<file path="src/hw/afc_consts.vh">
// Shared constants of the axis feedback counter: timing, offsets, fields, resets
`ifndef AFC_CONSTS_VH
`define AFC_CONSTS_VH

// ----------------------------------------------------------------------
// Timing
// ----------------------------------------------------------------------
`define AFC_CLK_PERIOD_NS 5
`define AFC_SQ_MAX_HZ 200000
`define AFC_SINE_MAX_HZ 25000
`define AFC_SQ_EDGE_GAP_NS 450
// Sine gap scales the square gap by the ratio of the two rate limits
`define AFC_SINE_EDGE_GAP_NS (`AFC_SQ_EDGE_GAP_NS * `AFC_SQ_MAX_HZ / `AFC_SINE_MAX_HZ)
`define AFC_SQ_GAP_CYC ((`AFC_SQ_EDGE_GAP_NS + `AFC_CLK_PERIOD_NS - 1) / `AFC_CLK_PERIOD_NS)
`define AFC_SINE_GAP_CYC ((`AFC_SINE_EDGE_GAP_NS + `AFC_CLK_PERIOD_NS - 1) / `AFC_CLK_PERIOD_NS)
`define AFC_SINE_FACTOR 5

// ----------------------------------------------------------------------
// Register byte offsets
// ----------------------------------------------------------------------
`define AFC_OFS_CTRL 8'h00
`define AFC_OFS_MOVE 8'h04
`define AFC_OFS_STAT 8'h08
`define AFC_OFS_PCLR 8'h0C
`define AFC_OFS_AXCFG 8'h10
`define AFC_OFS_AXPOS 8'h40
`define AFC_OFS_SPPOS 8'h34
`define AFC_OFS_HWPOS 8'h38

// ----------------------------------------------------------------------
// Fields
// ----------------------------------------------------------------------
`define AFC_CTRL_SEL_LO 0
`define AFC_CTRL_V_EN 2
`define AFC_CTRL_ROUTE_LO 4
`define AFC_CTRL_SE_SET 6
`define AFC_CFG_SINE 0
`define AFC_CFG_X2 1
`define AFC_CFG_INCH 2
`define AFC_CFG_EXTRA 3
`define AFC_CFG_RES_LO 8
`define AFC_STAT_ILLEGAL 8
`define AFC_STAT_V_ON 9

// ----------------------------------------------------------------------
// Reset values
// ----------------------------------------------------------------------
`define AFC_RST_CTRL 8'h00
`define AFC_RST_CFG 16'h0100
`define AFC_RST_MOVE 5'h00

`endif

</file>
<file path="src/hw/afc_pos_acc_unused_guard.v">
// Holds no logic; the accumulator lives in afc_pos_acc.v

</file>
<file path="src/hw/afc_pos_acc.v">
// Signed position accumulator stepping by a programmable increment
module afc_pos_acc (
   input wire i_clk,
   input wire i_rst_n,
   input wire i_step,
   input wire i_dir,
   input wire i_clr,
   input wire [19:0] i_inc,
   output reg [31:0] o_pos
);
   wire [31:0] inc_ext = {12'h000, i_inc};

   // ----------------------------------------------------------------------
   // Accumulate; clear takes priority over a coincident step
   // ----------------------------------------------------------------------
   always @(posedge i_clk) begin
      if (!i_rst_n || i_clr)
         o_pos <= 32'h0000_0000;
      else if (i_step && i_dir)
         o_pos <= o_pos + inc_ext;
      else if (i_step)
         o_pos <= o_pos - inc_ext;
   end
endmodule

</file>
<file path="src/hw/afc_quad_dec.v">
// Quadrature decoder with x2/x4 edge selection and edge spacing monitor
`include "afc_consts.vh"

module afc_quad_dec #(
   parameter GAP_SQ = `AFC_SQ_GAP_CYC,
   parameter GAP_SINE = `AFC_SINE_GAP_CYC
) (
   input wire i_clk,
   input wire i_rst_n,
   input wire i_a,
   input wire i_b,
   input wire i_sine,
   input wire i_x2,
   output reg o_step,
   output reg o_dir,
   output reg o_err
);
   reg a_meta_reg, a_sync_reg, a_prev_reg;
   reg b_meta_reg, b_sync_reg, b_prev_reg;
   reg [9:0] gap_reg;
   wire a_chg = a_sync_reg ^ a_prev_reg;
   wire b_chg = b_sync_reg ^ b_prev_reg;
   wire any_chg = a_chg | b_chg;
   wire [9:0] gap_lim = i_sine ? GAP_SINE[9:0] : GAP_SQ[9:0];
   // A leading B counts up; direction comes from which channel moved
   wire fwd = a_chg ? (a_sync_reg ^ b_sync_reg) : ~(a_sync_reg ^ b_sync_reg); // [RL15]

   // --------------------------------------------------------------------
   // Pin synchronisers, edge history and gap counter
   // --------------------------------------------------------------------
   always @(posedge i_clk) begin
      if (!i_rst_n) begin
         a_meta_reg <= 1'b0;
         a_sync_reg <= 1'b0;
         a_prev_reg <= 1'b0;
         b_meta_reg <= 1'b0;
         b_sync_reg <= 1'b0;
         b_prev_reg <= 1'b0;
         gap_reg <= 10'h3FF;
         o_step <= 1'b0;
         o_dir <= 1'b0;
         o_err <= 1'b0;
      end else begin
         a_meta_reg <= i_a;
         a_sync_reg <= a_meta_reg;
         a_prev_reg <= a_sync_reg;
         b_meta_reg <= i_b;
         b_sync_reg <= b_meta_reg;
         b_prev_reg <= b_sync_reg;
         // Saturating count of cycles since the last edge
         if (any_chg)
            gap_reg <= 10'h001;
         else if (gap_reg != 10'h3FF)
            gap_reg <= gap_reg + 10'h001;
         // x4 takes every edge of either channel that changes alone, x2 both edges of A only
         o_step <= (a_chg ^ b_chg) & (a_chg | ~i_x2); // [RL9] [RL15]
         o_dir <= fwd;
         // Edges too close or both channels at once mean overspeed
         o_err <= (any_chg & (gap_reg < gap_lim)) | (a_chg & b_chg); // [RL7] [RL8]
      end
   end
endmodule

</file>
<file path="src/hw/afc_top.v">
// Axis feedback counter: six feedback inputs, axis routing, AXI4-Lite registers
//
// Overview of operation
// [RL1] Inputs one to four feed X, Y, Z, W
// [RL2] Input five: square wave, V, spindle or handwheel
// [RL3] Input six: single-ended, spindle or handwheel
// [RL4] Only four routings; first four fixed
// [RL5] At most three axes; W, V exclusions
// [RL6] V axis only when fifth axis enabled
// [RL7] Sine counting limited to 25 kHz
// [RL8] Square 200 kHz, 450 ns edge spacing
// [RL9] Multiply setting: 0 gives x4, 1 x2
// [RL10] Sine feedback adds fixed x5 interpolation
// [RL11] Extra sine multiply: resolution taken literally
// [RL12] Feedback type selects sine or square
// [RL13] Units setting: millimetres or inches
// [RL14] Counting resolution sets smallest displacement step
// [RL15] Direction from A/B phase order
// [RL16] Spindle pulses always counted times four
//
// The implementer's own choices: the placing of the registers and the AXI4-Lite interface to the registers.
`include "afc_consts.vh"

module afc_top #(
   parameter GAP_SQ = `AFC_SQ_GAP_CYC,
   parameter GAP_SINE = `AFC_SINE_GAP_CYC
) (
   input wire i_clk,
   input wire i_rst_n,
   input wire [5:0] i_fb_a,
   input wire [5:0] i_fb_b,
   input wire [7:0] i_awaddr,
   input wire i_awvalid,
   output wire o_awready,
   input wire [31:0] i_wdata,
   input wire [3:0] i_wstrb,
   input wire i_wvalid,
   output wire o_wready,
   output reg [1:0] o_bresp,
   output reg o_bvalid,
   input wire i_bready,
   input wire [7:0] i_araddr,
   input wire i_arvalid,
   output wire o_arready,
   output reg [31:0] o_rdata,
   output reg [1:0] o_rresp,
   output reg o_rvalid,
   input wire i_rready,
   output reg [4:0] o_axis_move_en,
   output reg [4:0] o_axis_inch,
   output reg o_interp_illegal,
   output reg [5:0] o_overspeed
);
   localparam RESP_OK = 2'b00;
   localparam RESP_ERR = 2'b10;
   localparam [19:0] SINE_MUL = `AFC_SINE_FACTOR;

   // --------------------------------------------------------------------
   // Configuration and status storage
   // --------------------------------------------------------------------
   reg [7:0] ctrl_reg;
   reg [4:0] move_reg;
   reg [5:0] err_reg;
   reg [6:0] pclr_reg;
   reg [15:0] cfg_reg [0:4];
   reg [7:0] aw_addr_reg;
   reg aw_full_reg;
   reg [31:0] w_data_reg;
   reg [3:0] w_strb_reg;
   reg w_full_reg;

   wire [1:0] sel = ctrl_reg[`AFC_CTRL_SEL_LO +: 2];
   wire [1:0] route = ctrl_reg[`AFC_CTRL_ROUTE_LO +: 2];
   wire v_en = ctrl_reg[`AFC_CTRL_V_EN];
   // Input five reaches V only in the two V routings and with V enabled
   wire v_on = v_en & ~route[1]; // [RL4] [RL6]

   // --------------------------------------------------------------------
   // Decoders, one per feedback input
   // --------------------------------------------------------------------
   wire [5:0] dec_step;
   wire [5:0] dec_dir;
   wire [5:0] dec_err;
   genvar k;
   generate
      for (k = 0; k < 6; k = k + 1) begin : g_dec
         // Only the first four inputs may carry sine; input five's x2 is V's
         wire sine_k = (k < 4) ? cfg_reg[k & 3][`AFC_CFG_SINE] : 1'b0; // [RL1] [RL2] [RL12]
         wire x2_k = (k < 4) ? cfg_reg[k & 3][`AFC_CFG_X2] :
            (k == 4) ? (v_on & cfg_reg[4][`AFC_CFG_X2]) : 1'b0; // [RL9] [RL16]
         afc_quad_dec #(
            .GAP_SQ(GAP_SQ),
            .GAP_SINE(GAP_SINE)
         ) u_dec (
            .i_clk(i_clk),
            .i_rst_n(i_rst_n),
            .i_a(i_fb_a[k]),
            .i_b(i_fb_b[k]),
            .i_sine(sine_k),
            .i_x2(x2_k),
            .o_step(dec_step[k]),
            .o_dir(dec_dir[k]),
            .o_err(dec_err[k])
         );
      end
   endgenerate

   // --------------------------------------------------------------------
   // Axis position counters X, Y, Z, W, V
   // --------------------------------------------------------------------
   wire [31:0] ax_pos [0:4];
   generate
      for (k = 0; k < 5; k = k + 1) begin : g_ax
         wire [15:0] res_k = {8'h00, cfg_reg[k][`AFC_CFG_RES_LO +: 8]};
         // Sine edges carry five sub-counts; with the extra factor the
         // resolution field is the sub-count size, so one edge is five of them
         wire extra_k = (k < 4) & cfg_reg[k][`AFC_CFG_SINE] & cfg_reg[k][`AFC_CFG_EXTRA];
         wire [19:0] inc_k = extra_k ? ({4'h0, res_k} * SINE_MUL) :
            {4'h0, res_k}; // [RL10] [RL11] [RL14]
         wire step_k = (k < 4) ? dec_step[k] : (dec_step[4] & v_on); // [RL6]
         afc_pos_acc u_acc (
            .i_clk(i_clk),
            .i_rst_n(i_rst_n),
            .i_step(step_k),
            .i_dir(dec_dir[k]),
            .i_clr(pclr_reg[k]),
            .i_inc(inc_k),
            .o_pos(ax_pos[k])
         );
      end
   endgenerate

   // --------------------------------------------------------------------
   // Spindle and handwheel routing between inputs five and six
   // --------------------------------------------------------------------
   // Routing 0: V/spindle, 1: V/handwheel, 2: spindle/handwheel, 3: handwheel/spindle
   wire sp_from5 = (route == 2'd2); // [RL4]
   wire hw_from5 = (route == 2'd3); // [RL4]
   wire sp_active = (route != 2'd1); // [RL3]
   wire hw_active = (route != 2'd0); // [RL3]
   wire sp_step = sp_active & (sp_from5 ? dec_step[4] : dec_step[5]);
   wire sp_dir = sp_from5 ? dec_dir[4] : dec_dir[5];
   wire hw_step = hw_active & (hw_from5 ? dec_step[4] : dec_step[5]);
   wire hw_dir = hw_from5 ? dec_dir[4] : dec_dir[5];
   wire [31:0] sp_pos;
   wire [31:0] hw_pos;

   // Spindle counts every edge, so one encoder line is four counts
   afc_pos_acc u_sp (
      .i_clk(i_clk),
      .i_rst_n(i_rst_n),
      .i_step(sp_step),
      .i_dir(sp_dir),
      .i_clr(pclr_reg[5]),
      .i_inc(20'h0_0001),
      .o_pos(sp_pos)
   ); // [RL16]

   afc_pos_acc u_hw (
      .i_clk(i_clk),
      .i_rst_n(i_rst_n),
      .i_step(hw_step),
      .i_dir(hw_dir),
      .i_clr(pclr_reg[6]),
      .i_inc(20'h0_0001),
      .o_pos(hw_pos)
   );

   // --------------------------------------------------------------------
   // Simultaneous interpolation check on the requested axis mask
   // --------------------------------------------------------------------
   reg illegal;
   reg [2:0] nax;
   integer i;
   always @* begin
      nax = 3'd0;
      for (i = 0; i < 5; i = i + 1)
         nax = nax + {2'b00, move_reg[i]};
      illegal = 1'b0;
      if (nax > 3'd3)
         illegal = 1'b1; // [RL5]
      if (move_reg[3] & move_reg[4])
         illegal = 1'b1; // [RL5]
      if ((move_reg[3] | move_reg[4]) & ((sel == 2'd3) | move_reg[sel]))
         illegal = 1'b1; // [RL5]
      if (move_reg[4] & ~v_on)
         illegal = 1'b1; // [RL6]
   end

   // --------------------------------------------------------------------
   // Pin outputs: registered
   // --------------------------------------------------------------------
   always @(posedge i_clk) begin
      if (!i_rst_n) begin
         o_axis_move_en <= 5'h00;
         o_interp_illegal <= 1'b0;
         o_axis_inch <= 5'h00;
         o_overspeed <= 6'h00;
      end else begin
         // An illegal mix releases no axis at all rather than a subset
         o_axis_move_en <= illegal ? 5'h00 : move_reg; // [RL5]
         o_interp_illegal <= illegal;
         o_axis_inch <= {cfg_reg[4][`AFC_CFG_INCH], cfg_reg[3][`AFC_CFG_INCH],
            cfg_reg[2][`AFC_CFG_INCH], cfg_reg[1][`AFC_CFG_INCH],
            cfg_reg[0][`AFC_CFG_INCH]}; // [RL13]
         o_overspeed <= err_reg;
      end
   end

   // --------------------------------------------------------------------
   // AXI4-Lite write path: address and data held separately
   // --------------------------------------------------------------------
   assign o_awready = ~aw_full_reg;
   assign o_wready = ~w_full_reg;
   wire do_wr = aw_full_reg & w_full_reg & ~o_bvalid;
   wire [31:0] wmask = {{8{w_strb_reg[3]}}, {8{w_strb_reg[2]}},
      {8{w_strb_reg[1]}}, {8{w_strb_reg[0]}}};
   wire [31:0] wbits = w_data_reg & wmask;
   wire hit_ctrl = (aw_addr_reg == `AFC_OFS_CTRL);
   wire hit_move = (aw_addr_reg == `AFC_OFS_MOVE);
   wire hit_stat = (aw_addr_reg == `AFC_OFS_STAT);
   wire hit_pclr = (aw_addr_reg == `AFC_OFS_PCLR);
   wire hit_cfg = (aw_addr_reg >= `AFC_OFS_AXCFG) && (aw_addr_reg < 8'h24) &&
      (aw_addr_reg[1:0] == 2'b00);
   wire [2:0] cfg_idx = aw_addr_reg[4:2] - 3'd4;
   wire wr_ok = hit_ctrl | hit_move | hit_stat | hit_pclr | hit_cfg;
   wire [5:0] err_clr = (do_wr & hit_stat) ? wbits[5:0] : 6'h00;

   always @(posedge i_clk) begin
      if (!i_rst_n) begin
         aw_full_reg <= 1'b0;
         aw_addr_reg <= 8'h00;
         w_full_reg <= 1'b0;
         w_data_reg <= 32'h0000_0000;
         w_strb_reg <= 4'h0;
         o_bvalid <= 1'b0;
         o_bresp <= RESP_OK;
      end else begin
         if (i_awvalid && o_awready) begin
            aw_full_reg <= 1'b1;
            aw_addr_reg <= i_awaddr;
         end
         if (i_wvalid && o_wready) begin
            w_full_reg <= 1'b1;
            w_data_reg <= i_wdata;
            w_strb_reg <= i_wstrb;
         end
         if (do_wr) begin
            aw_full_reg <= 1'b0;
            w_full_reg <= 1'b0;
            o_bvalid <= 1'b1;
            o_bresp <= wr_ok ? RESP_OK : RESP_ERR;
         end else if (o_bvalid && i_bready) begin
            o_bvalid <= 1'b0;
         end
      end
   end

   // --------------------------------------------------------------------
   // Register updates; a new overspeed event beats a same-cycle clear
   // --------------------------------------------------------------------
   integer j;
   always @(posedge i_clk) begin
      if (!i_rst_n) begin
         ctrl_reg <= `AFC_RST_CTRL;
         move_reg <= `AFC_RST_MOVE;
         err_reg <= 6'h00;
         pclr_reg <= 7'h00;
         for (j = 0; j < 5; j = j + 1)
            cfg_reg[j] <= `AFC_RST_CFG;
      end else begin
         err_reg <= (err_reg & ~err_clr) | dec_err; // [RL7] [RL8]
         pclr_reg <= (do_wr & hit_pclr) ? wbits[6:0] : 7'h00;
         if (do_wr && hit_ctrl)
            ctrl_reg <= (ctrl_reg & ~wmask[7:0]) | wbits[7:0];
         if (do_wr && hit_move)
            move_reg <= (move_reg & ~wmask[4:0]) | wbits[4:0];
         if (do_wr && hit_cfg)
            cfg_reg[cfg_idx] <= (cfg_reg[cfg_idx] & ~wmask[15:0]) | wbits[15:0];
      end
   end

   // --------------------------------------------------------------------
   // AXI4-Lite read path: one cycle from address to data
   // --------------------------------------------------------------------
   assign o_arready = ~o_rvalid;
   reg [31:0] rd_val;
   reg rd_ok;
   always @* begin
      rd_val = 32'h0000_0000;
      rd_ok = 1'b1;
      if (i_araddr == `AFC_OFS_CTRL)
         rd_val = {24'h00_0000, ctrl_reg};
      else if (i_araddr == `AFC_OFS_MOVE)
         rd_val = {27'h000_0000, move_reg};
      else if (i_araddr == `AFC_OFS_STAT)
         rd_val = {22'h00_0000, v_on, illegal, 2'b00, err_reg};
      else if (i_araddr == `AFC_OFS_PCLR)
         rd_val = 32'h0000_0000;
      else if ((i_araddr >= `AFC_OFS_AXCFG) && (i_araddr < 8'h24) && (i_araddr[1:0] == 2'b00))
         rd_val = {16'h0000, cfg_reg[i_araddr[4:2] - 3'd4]};
      else if ((i_araddr >= `AFC_OFS_AXPOS) && (i_araddr < 8'h54) && (i_araddr[1:0] == 2'b00))
         rd_val = ax_pos[i_araddr[4:2] - 3'd0];
      else if (i_araddr == `AFC_OFS_SPPOS)
         rd_val = sp_pos;
      else if (i_araddr == `AFC_OFS_HWPOS)
         rd_val = hw_pos;
      else
         rd_ok = 1'b0;
   end

   always @(posedge i_clk) begin
      if (!i_rst_n) begin
         o_rvalid <= 1'b0;
         o_rdata <= 32'h0000_0000;
         o_rresp <= RESP_OK;
      end else if (i_arvalid && o_arready) begin
         o_rvalid <= 1'b1;
         o_rdata <= rd_val;
         o_rresp <= rd_ok ? RESP_OK : RESP_ERR;
      end else if (o_rvalid && i_rready) begin
         o_rvalid <= 1'b0;
      end
   end
endmodule

</file>
<file path="config.mk">
export PLATFORM = sky130hd
export DESIGN_NAME = afc_top
export DESIGN_NICKNAME = d
export VERILOG_FILES = /design/src/hw/afc_pos_acc_unused_guard.v /design/src/hw/afc_pos_acc.v /design/src/hw/afc_quad_dec.v /design/src/hw/afc_top.v
export VERILOG_INCLUDE_DIRS = /design/src /design/src/hw
export SDC_FILE = /design/constraint.sdc
export NUM_CORES = 2
export LEC_CHECK = 0
export BUFFER_PORTS_ARGS = -buffer_cell sky130_fd_sc_hd__buf_4
export CAP_MARGIN = 20
export CORE_MARGIN = 8
export CORE_UTILIZATION = 56
export CTS_CLUSTER_DIAMETER = 60
export DETAILED_ROUTE_END_ITERATION = 7
export GPL_TIMING_DRIVEN = 0
export PLACE_DENSITY = 0.83
export SLEW_MARGIN = 20
export SYNTH_ARGS = -nofsm -noshare
export SYNTH_HDL_FRONTEND = slang
export SYNTH_SLANG_ARGS = --single-unit
export TNS_END_PERCENT = 100
</file>
<file path="constraint.sdc">
create_clock -name i_clk -period 6.1 [get_ports i_clk]
set_input_delay 0.915 -clock i_clk [delete_from_list [all_inputs] [get_ports i_clk]]
set_output_delay 0.915 -clock i_clk [all_outputs]
set_load 0.005 [all_outputs]
</file>
-- Word level (Yosys, flattened, before mapping)
Memory sizes are Yosys's and may differ from the RTL's.
Cells that the tools add are included.
- bits in writable memories: 80
- bits of input ports: 71
- flip-flop bits (word level): 447
- word-level logic and storage cells: 409
- memories: 1
- eq/ne operators: 18
- magnitude comparators: 15
- multiplexer cells: 83
- add/sub/neg operators: 26
- bitwise logic cells: 112
- reductions and logical operators: 59
- $mul: 4
- memory list (memory ; words ; width ; read ports ; clocked after Yosys merged registers in ; wr ports ; line ; RTL):
    cfg_reg ; 5 ; 16 ; 7 ; 0 ; 5 ; afc_top.v:65 ; reg [15:0] cfg_reg [0:4];
- operators by type and width (kind ; count):
    $mux W32 ; 24
    $mux W10 ; 16
    $add A32 B11 Y32 ; 4
    $sub A32 B11 Y32 ; 4
    $bmux W32 S3 ; 1
    $add A32 B1 Y32 const B ; 2
    $sub A32 B1 Y32 const B ; 2
    $add A10 B1 Y10 const B ; 6
    $ne A10 B10 Y1 const B ; 6
    $mul A8 B3 Y11 const B ; 4
    $mux W11 ; 4
    $lt A10 B10 Y1 ; 4
    $and A1 B1 Y1 ; 33
    $add A32 B8 Y32 ; 1
    $and A16 B16 Y16 ; 2
    $eq A8 B4 Y1 const B ; 4
    $mux W1 ; 32
    $reduce_bool A2 Y1 ; 16
    $sub A32 B8 Y32 ; 1
    $xor A1 B1 Y1 ; 24
    $or A1 B1 Y1 ; 23
    $logic_and A1 B1 Y1 ; 21
    $lt A10 B7 Y1 const B ; 2
    $not A1 Y1 ; 18
    other kinds (39) ; 63

-- Longest topological paths before layout
- word-level depth: 12
- mapped depth: 26
- mapped depth without buffers: 25

-- Hierarchy
From an unflattened synthesis, not the netlist that was laid out.
- cells, all modules: 5123
- area, all modules: 44512.7 µm²
- by module, submodules not included (module ; area each (µm²) ; instances ; cells an instance):
    afc_pos_acc at g_ax[0].u_acc ... ; 3504.6 ; 6 ; 464
    afc_top ; 14312.5 ; 1 ; 1276
    afc_quad_dec ; 959.7 ; 6 ; 101
    afc_pos_acc at g_ax[2].u_acc ; 3414.5 ; 1 ; 457

-- Least setup slack after synthesis
Ideal clock, no wire load.
- kind: register -> register
- from: memory cfg_reg[0][10]
- to: register g_ax[0].u_acc.o_pos[31]
- library setup time: 0.072 ns
- required time: 6.028 ns
- period minus slack after synthesis: 5.511 ns
- setup slack: 0.589 ns
- stages on the path, launching flop included: 22
- arrival time: 5.439 ns
- cells stage by stage: edfxtp_1 ha_1 ha_1 a21o_1 a21o_1 a21oi_1 mux2i_1 a311oi_2 nand2_1 nor4_1 ha_1 nand2_1 o21ai_0 ha_1 a2111oi_0 o31ai_1 or2_1 a2111oi_2 o31ai_1 a32o_1 a22oi_1 mux2i_1
- RTL lines (element ; line ; RTL):
    start: declaration ; afc_top.v:65 ;
    end signal: assignment ; afc_pos_acc.v:20 ; o_pos <= o_pos + inc_ext;
    end signal: assignment ; afc_pos_acc.v:22 ; o_pos <= o_pos - inc_ext;
    end: declaration ; afc_pos_acc.v:9 ; output reg [31:0] o_pos

==> run_results.csv <==
group,metric,value,unit
run_status,status,"finished, violations left",
run_status,violations,"DRC",
min_path,hold_depth,1,
timing,worstMarginPinSlew,1.118,ns
routing,post_drt_wl_per_cell,22.54,µm
grt,grt_pass1_wl,186500,µm
timing,hold_ws,0.4369,ns
pwr,max-vdd-ir-drop,0.2593,mV
pwr,p_per_area,294.0,nW/µm²
timing,timing_hold_violations_final,0,
worst_setup_path,r2r_end,"g_ax[3].u_acc.o_pos[26]$_SDFFE_PP0P_",
clocking,cts_root_buf,"clkbuf_16",
synthesis,synth_ff_type,"dfxtp_1",
min_path,hp-start,"g_dec[1].u_dec.b_meta_reg$_SDFF_PN0_",
worst_setup_path,arrival,6.55,ns
timing,setup_viol,0,
floorplan,die_w,278.4,µm
synthesis,synthArstFlopShare,0,%
floorplan,die_y,278.4,µm
grt,grt_pass1_vias,33090,
timing,fmax,167.4,MHz
floorplan,initial_core_util,56.42,%
routing,via_count,35470,
clocking,cts.sinks,573,
clocking,cts_tree,"done",
finish,fin_area,43190,µm²
worst_setup_path,endpoint_kind,"flip-flop",
placed_design,dp_hpwl,92950,µm
timing,post-route-period-util,97.95,%
finish,mostFrequentLayoutCells,"dfxtp_1, nor2_1, nand2_1",
worst_setup_path,criticalPathCategory,"flip-flop to flip-flop",
placed_design,placedCellCount,5362,
routing,first_pass_iters,8,
grt,grt.total_usage,30.19,%
routing,ant_nets,0,
floorplan,dieArea,77510,µm²
clocking,cts-hold-fix-buffers,0,
synthesis,synth_area,38560,µm²
synthesis,synth-seq-cells,573,
grt,grt_max_degree,33,
grt,grt_antenna_before_repair,3,
synthesis,syn_area_per_cell,8.919,µm²
floorplan,core.rowCount,96,
worst_setup_path,rrSetupSlack,0.13,ns
routing,wl,123800,µm
routing,post-route-drc-count,1,
placed_design,gp_congestion,1.038,
finish,layout.cells.most_common,"dfxtp_1",
placed_design,placed_cell_area,40670,µm²
finish,area_growth,12.01,%
worst_setup_path,worstReg2RegStart,"cfg_reg[3][9]$_SDFFCE_PN0P_",
worst_setup_path,cp_max_fo,6,
grt,grt-ovfl-total,0,
placed_design,pre_cts_ws,-0.4908,ns
timing,slew_headroom,25.50,%
finish,finalNetCount,4944,
job,cap_violations,0,
floorplan,io_pins,129,
routing,via_per_inst,6.458,
timing,period_needed,5.975,ns
synthesis,synth-warning-count,0,
finish,fill_cells,5422,
clocking,clk_pin_slew,0.06,ns
worst_setup_path,start_kind,"flip-flop",
finish,instances_no_fill,5492,
synthesis,synthDistinctLibCells,91,
worst_setup_path,r2r_cells,21,
synthesis,ys_seq_area_share,33.07,%
pwr,leakagePower,18.02,nW
timing,worst_slack,0.1251,ns
finish,multi_input_area,24900,µm²
finish,largest_reg_flops,160,
finish,register_area,12750,µm²
clocking,clk_latency,0.67,ns
timing,clock_skew,0.05443,ns
timing,drv_slew,0,
placed_design,portBuffers,107,
min_path,hold_end,"g_dec[1].u_dec.b_sync_reg$_SDFF_PN0_",
clocking,cts_buffers,68,
routing,first_iter_violations,4226,
worst_setup_path,cp.required,6.68,ns
clocking,ctsLongestPathBuffers,3,
min_path,hold_path.class,"flip-flop to flip-flop",
floorplan,coreArea,68350,µm²
clocking,htreeDepth,3,
synthesis,synth_edf_count,128,
synthesis,syn_inst,4323,
pwr,finalPower,0.01270,W
finish,layout-drive-gt1-share,8.681,%
## critical path, stage by stage, from the launching register on
cell and delay (ns):
edfxtp_1 0.49, ha_1 0.35, ha_1 0.23, fa_1 0.41, a21o_1 0.18, a21oi_1 0.27
xnor2_1 0.13, mux2i_1 0.30, nand4_1 0.13, a31oi_1 0.62, a31oi_1 0.38, ha_1 0.45
a21o_1 0.20, a21o_1 0.18, a21oi_1 0.18, nor2_1 0.09, a211oi_1 0.29, a21boi_1 0.14
nor2_1 0.28, o21ai_0 0.21, a211o_1 0.32, nand3_1 0.06
## timing repair
item	CTS	global route
pin swaps	2	3
buffers inserted	0	12
endpoints found under the setup margin	10	17
gates cloned	0	0
resized for setup	7	20
## metrics by stage
step           utilization, %  setup TNS (ns)
2_1_floorplan               -               0
4_1_cts                 62.95               0
6_report                63.19               0
3_3_place_gp            59.48         -0.6065
5_1_grt                 63.19        -0.01695
3_5_place_dp            59.51          -1.902
## synth_stat cells (all sizes together) (91+ instances only)
cell type / count / area share [%]
inv: 119 / 1.2
a21oi: 338 / 4.4
a21o: 127 / 2.5
nor2: 383 / 3.7
xnor2: 176 / 4.0
ha: 304 / 9.9
mux2i: 182 / 4.7
edfxtp: 128 / 10
dfxtp: 445 / 23
xor2: 91 / 2.1
o21ai: 239 / 3.1
nand3: 138 / 1.8
nand2: 377 / 3.7
clkbuf: 162 / 1.6
mux4: 92 / 5.4
## cell type report
type                       instances  area share, %
antenna                            2        0.01159
buffer                           195          1.753
clock buffer                      90          4.270
clock inverter                    31          1.075
inverter                         121          1.052
multi-input combinational       3478          57.66
sequential                       573          29.53
tap                              882          2.555
timing repair buffer             120          2.103
## worst max-delay path by stage
stage,end,startpoint,cells past startpoint,slack (ns)
after CTS,g_ax[1].u_acc.o_pos[31]$_SDFFE_PP0P_,cfg_reg[1][11]$_SDFFCE_PN0P_,24,0.03
after global placement,g_ax[0].u_acc.o_pos[31]$_SDFFE_PP0P_,cfg_reg[0][12]$_SDFFCE_PN0P_,21,-0.29
after global routing,g_ax[1].u_acc.o_pos[31]$_SDFFE_PP0P_,cfg_reg[1][9]$_SDFFCE_PN0P_,22,-0.02
after floorplan,g_ax[0].u_acc.o_pos[31]$_SDFFE_PP0P_,cfg_reg[0][10]$_SDFFCE_PN0P_,21,0.59
after detailed placement,g_ax[0].u_acc.o_pos[31]$_SDFFE_PP0P_,cfg_reg[0][12]$_SDFFCE_PN0P_,21,-0.49
final,g_ax[3].u_acc.o_pos[26]$_SDFFE_PP0P_,cfg_reg[3][9]$_SDFFCE_PN0P_,21,0.13
## logic make-up (layout without fill, tap and decap cells)
| family | Yosys count | count (layout) | share of synthesized area (%) |
|---|---|---|---|
| muxes | 285 | 285 | 10.43 |
| other | 1 | 52 | 0.009726 |
| buffers and inverters | 321 | 557 | 3.190 |
| and+or+nand+nor | 1399 | 1399 | 17.46 |
| DFF | 573 | 573 | 33.07 |
| AOI/OAI and AO/OA | 1161 | 1161 | 19.28 |
| xor gates and xnor gates | 267 | 267 | 6.065 |
| adders and majority gates | 316 | 316 | 10.49 |
## where the power goes
part	switching, W	leakage (nW)	internal, W
Combinational	0.00221	12.0	0.00174
Sequential	0.000357	4.93	0.00419
Clock	0.00181	1.12	0.00239
## layer usage
metal  global-route usage [%]  vias to the layer above  routed length, µm
li1                         -                    16300                  -
met1                    38.96                    16730              48680
met2                    46.32                     1981              54030
met3                    6.926                      454              13340
met4                    17.30                        4               7723
met5                        0                        -                 27
No activity file was read; power rests on OpenSTA's default activity.
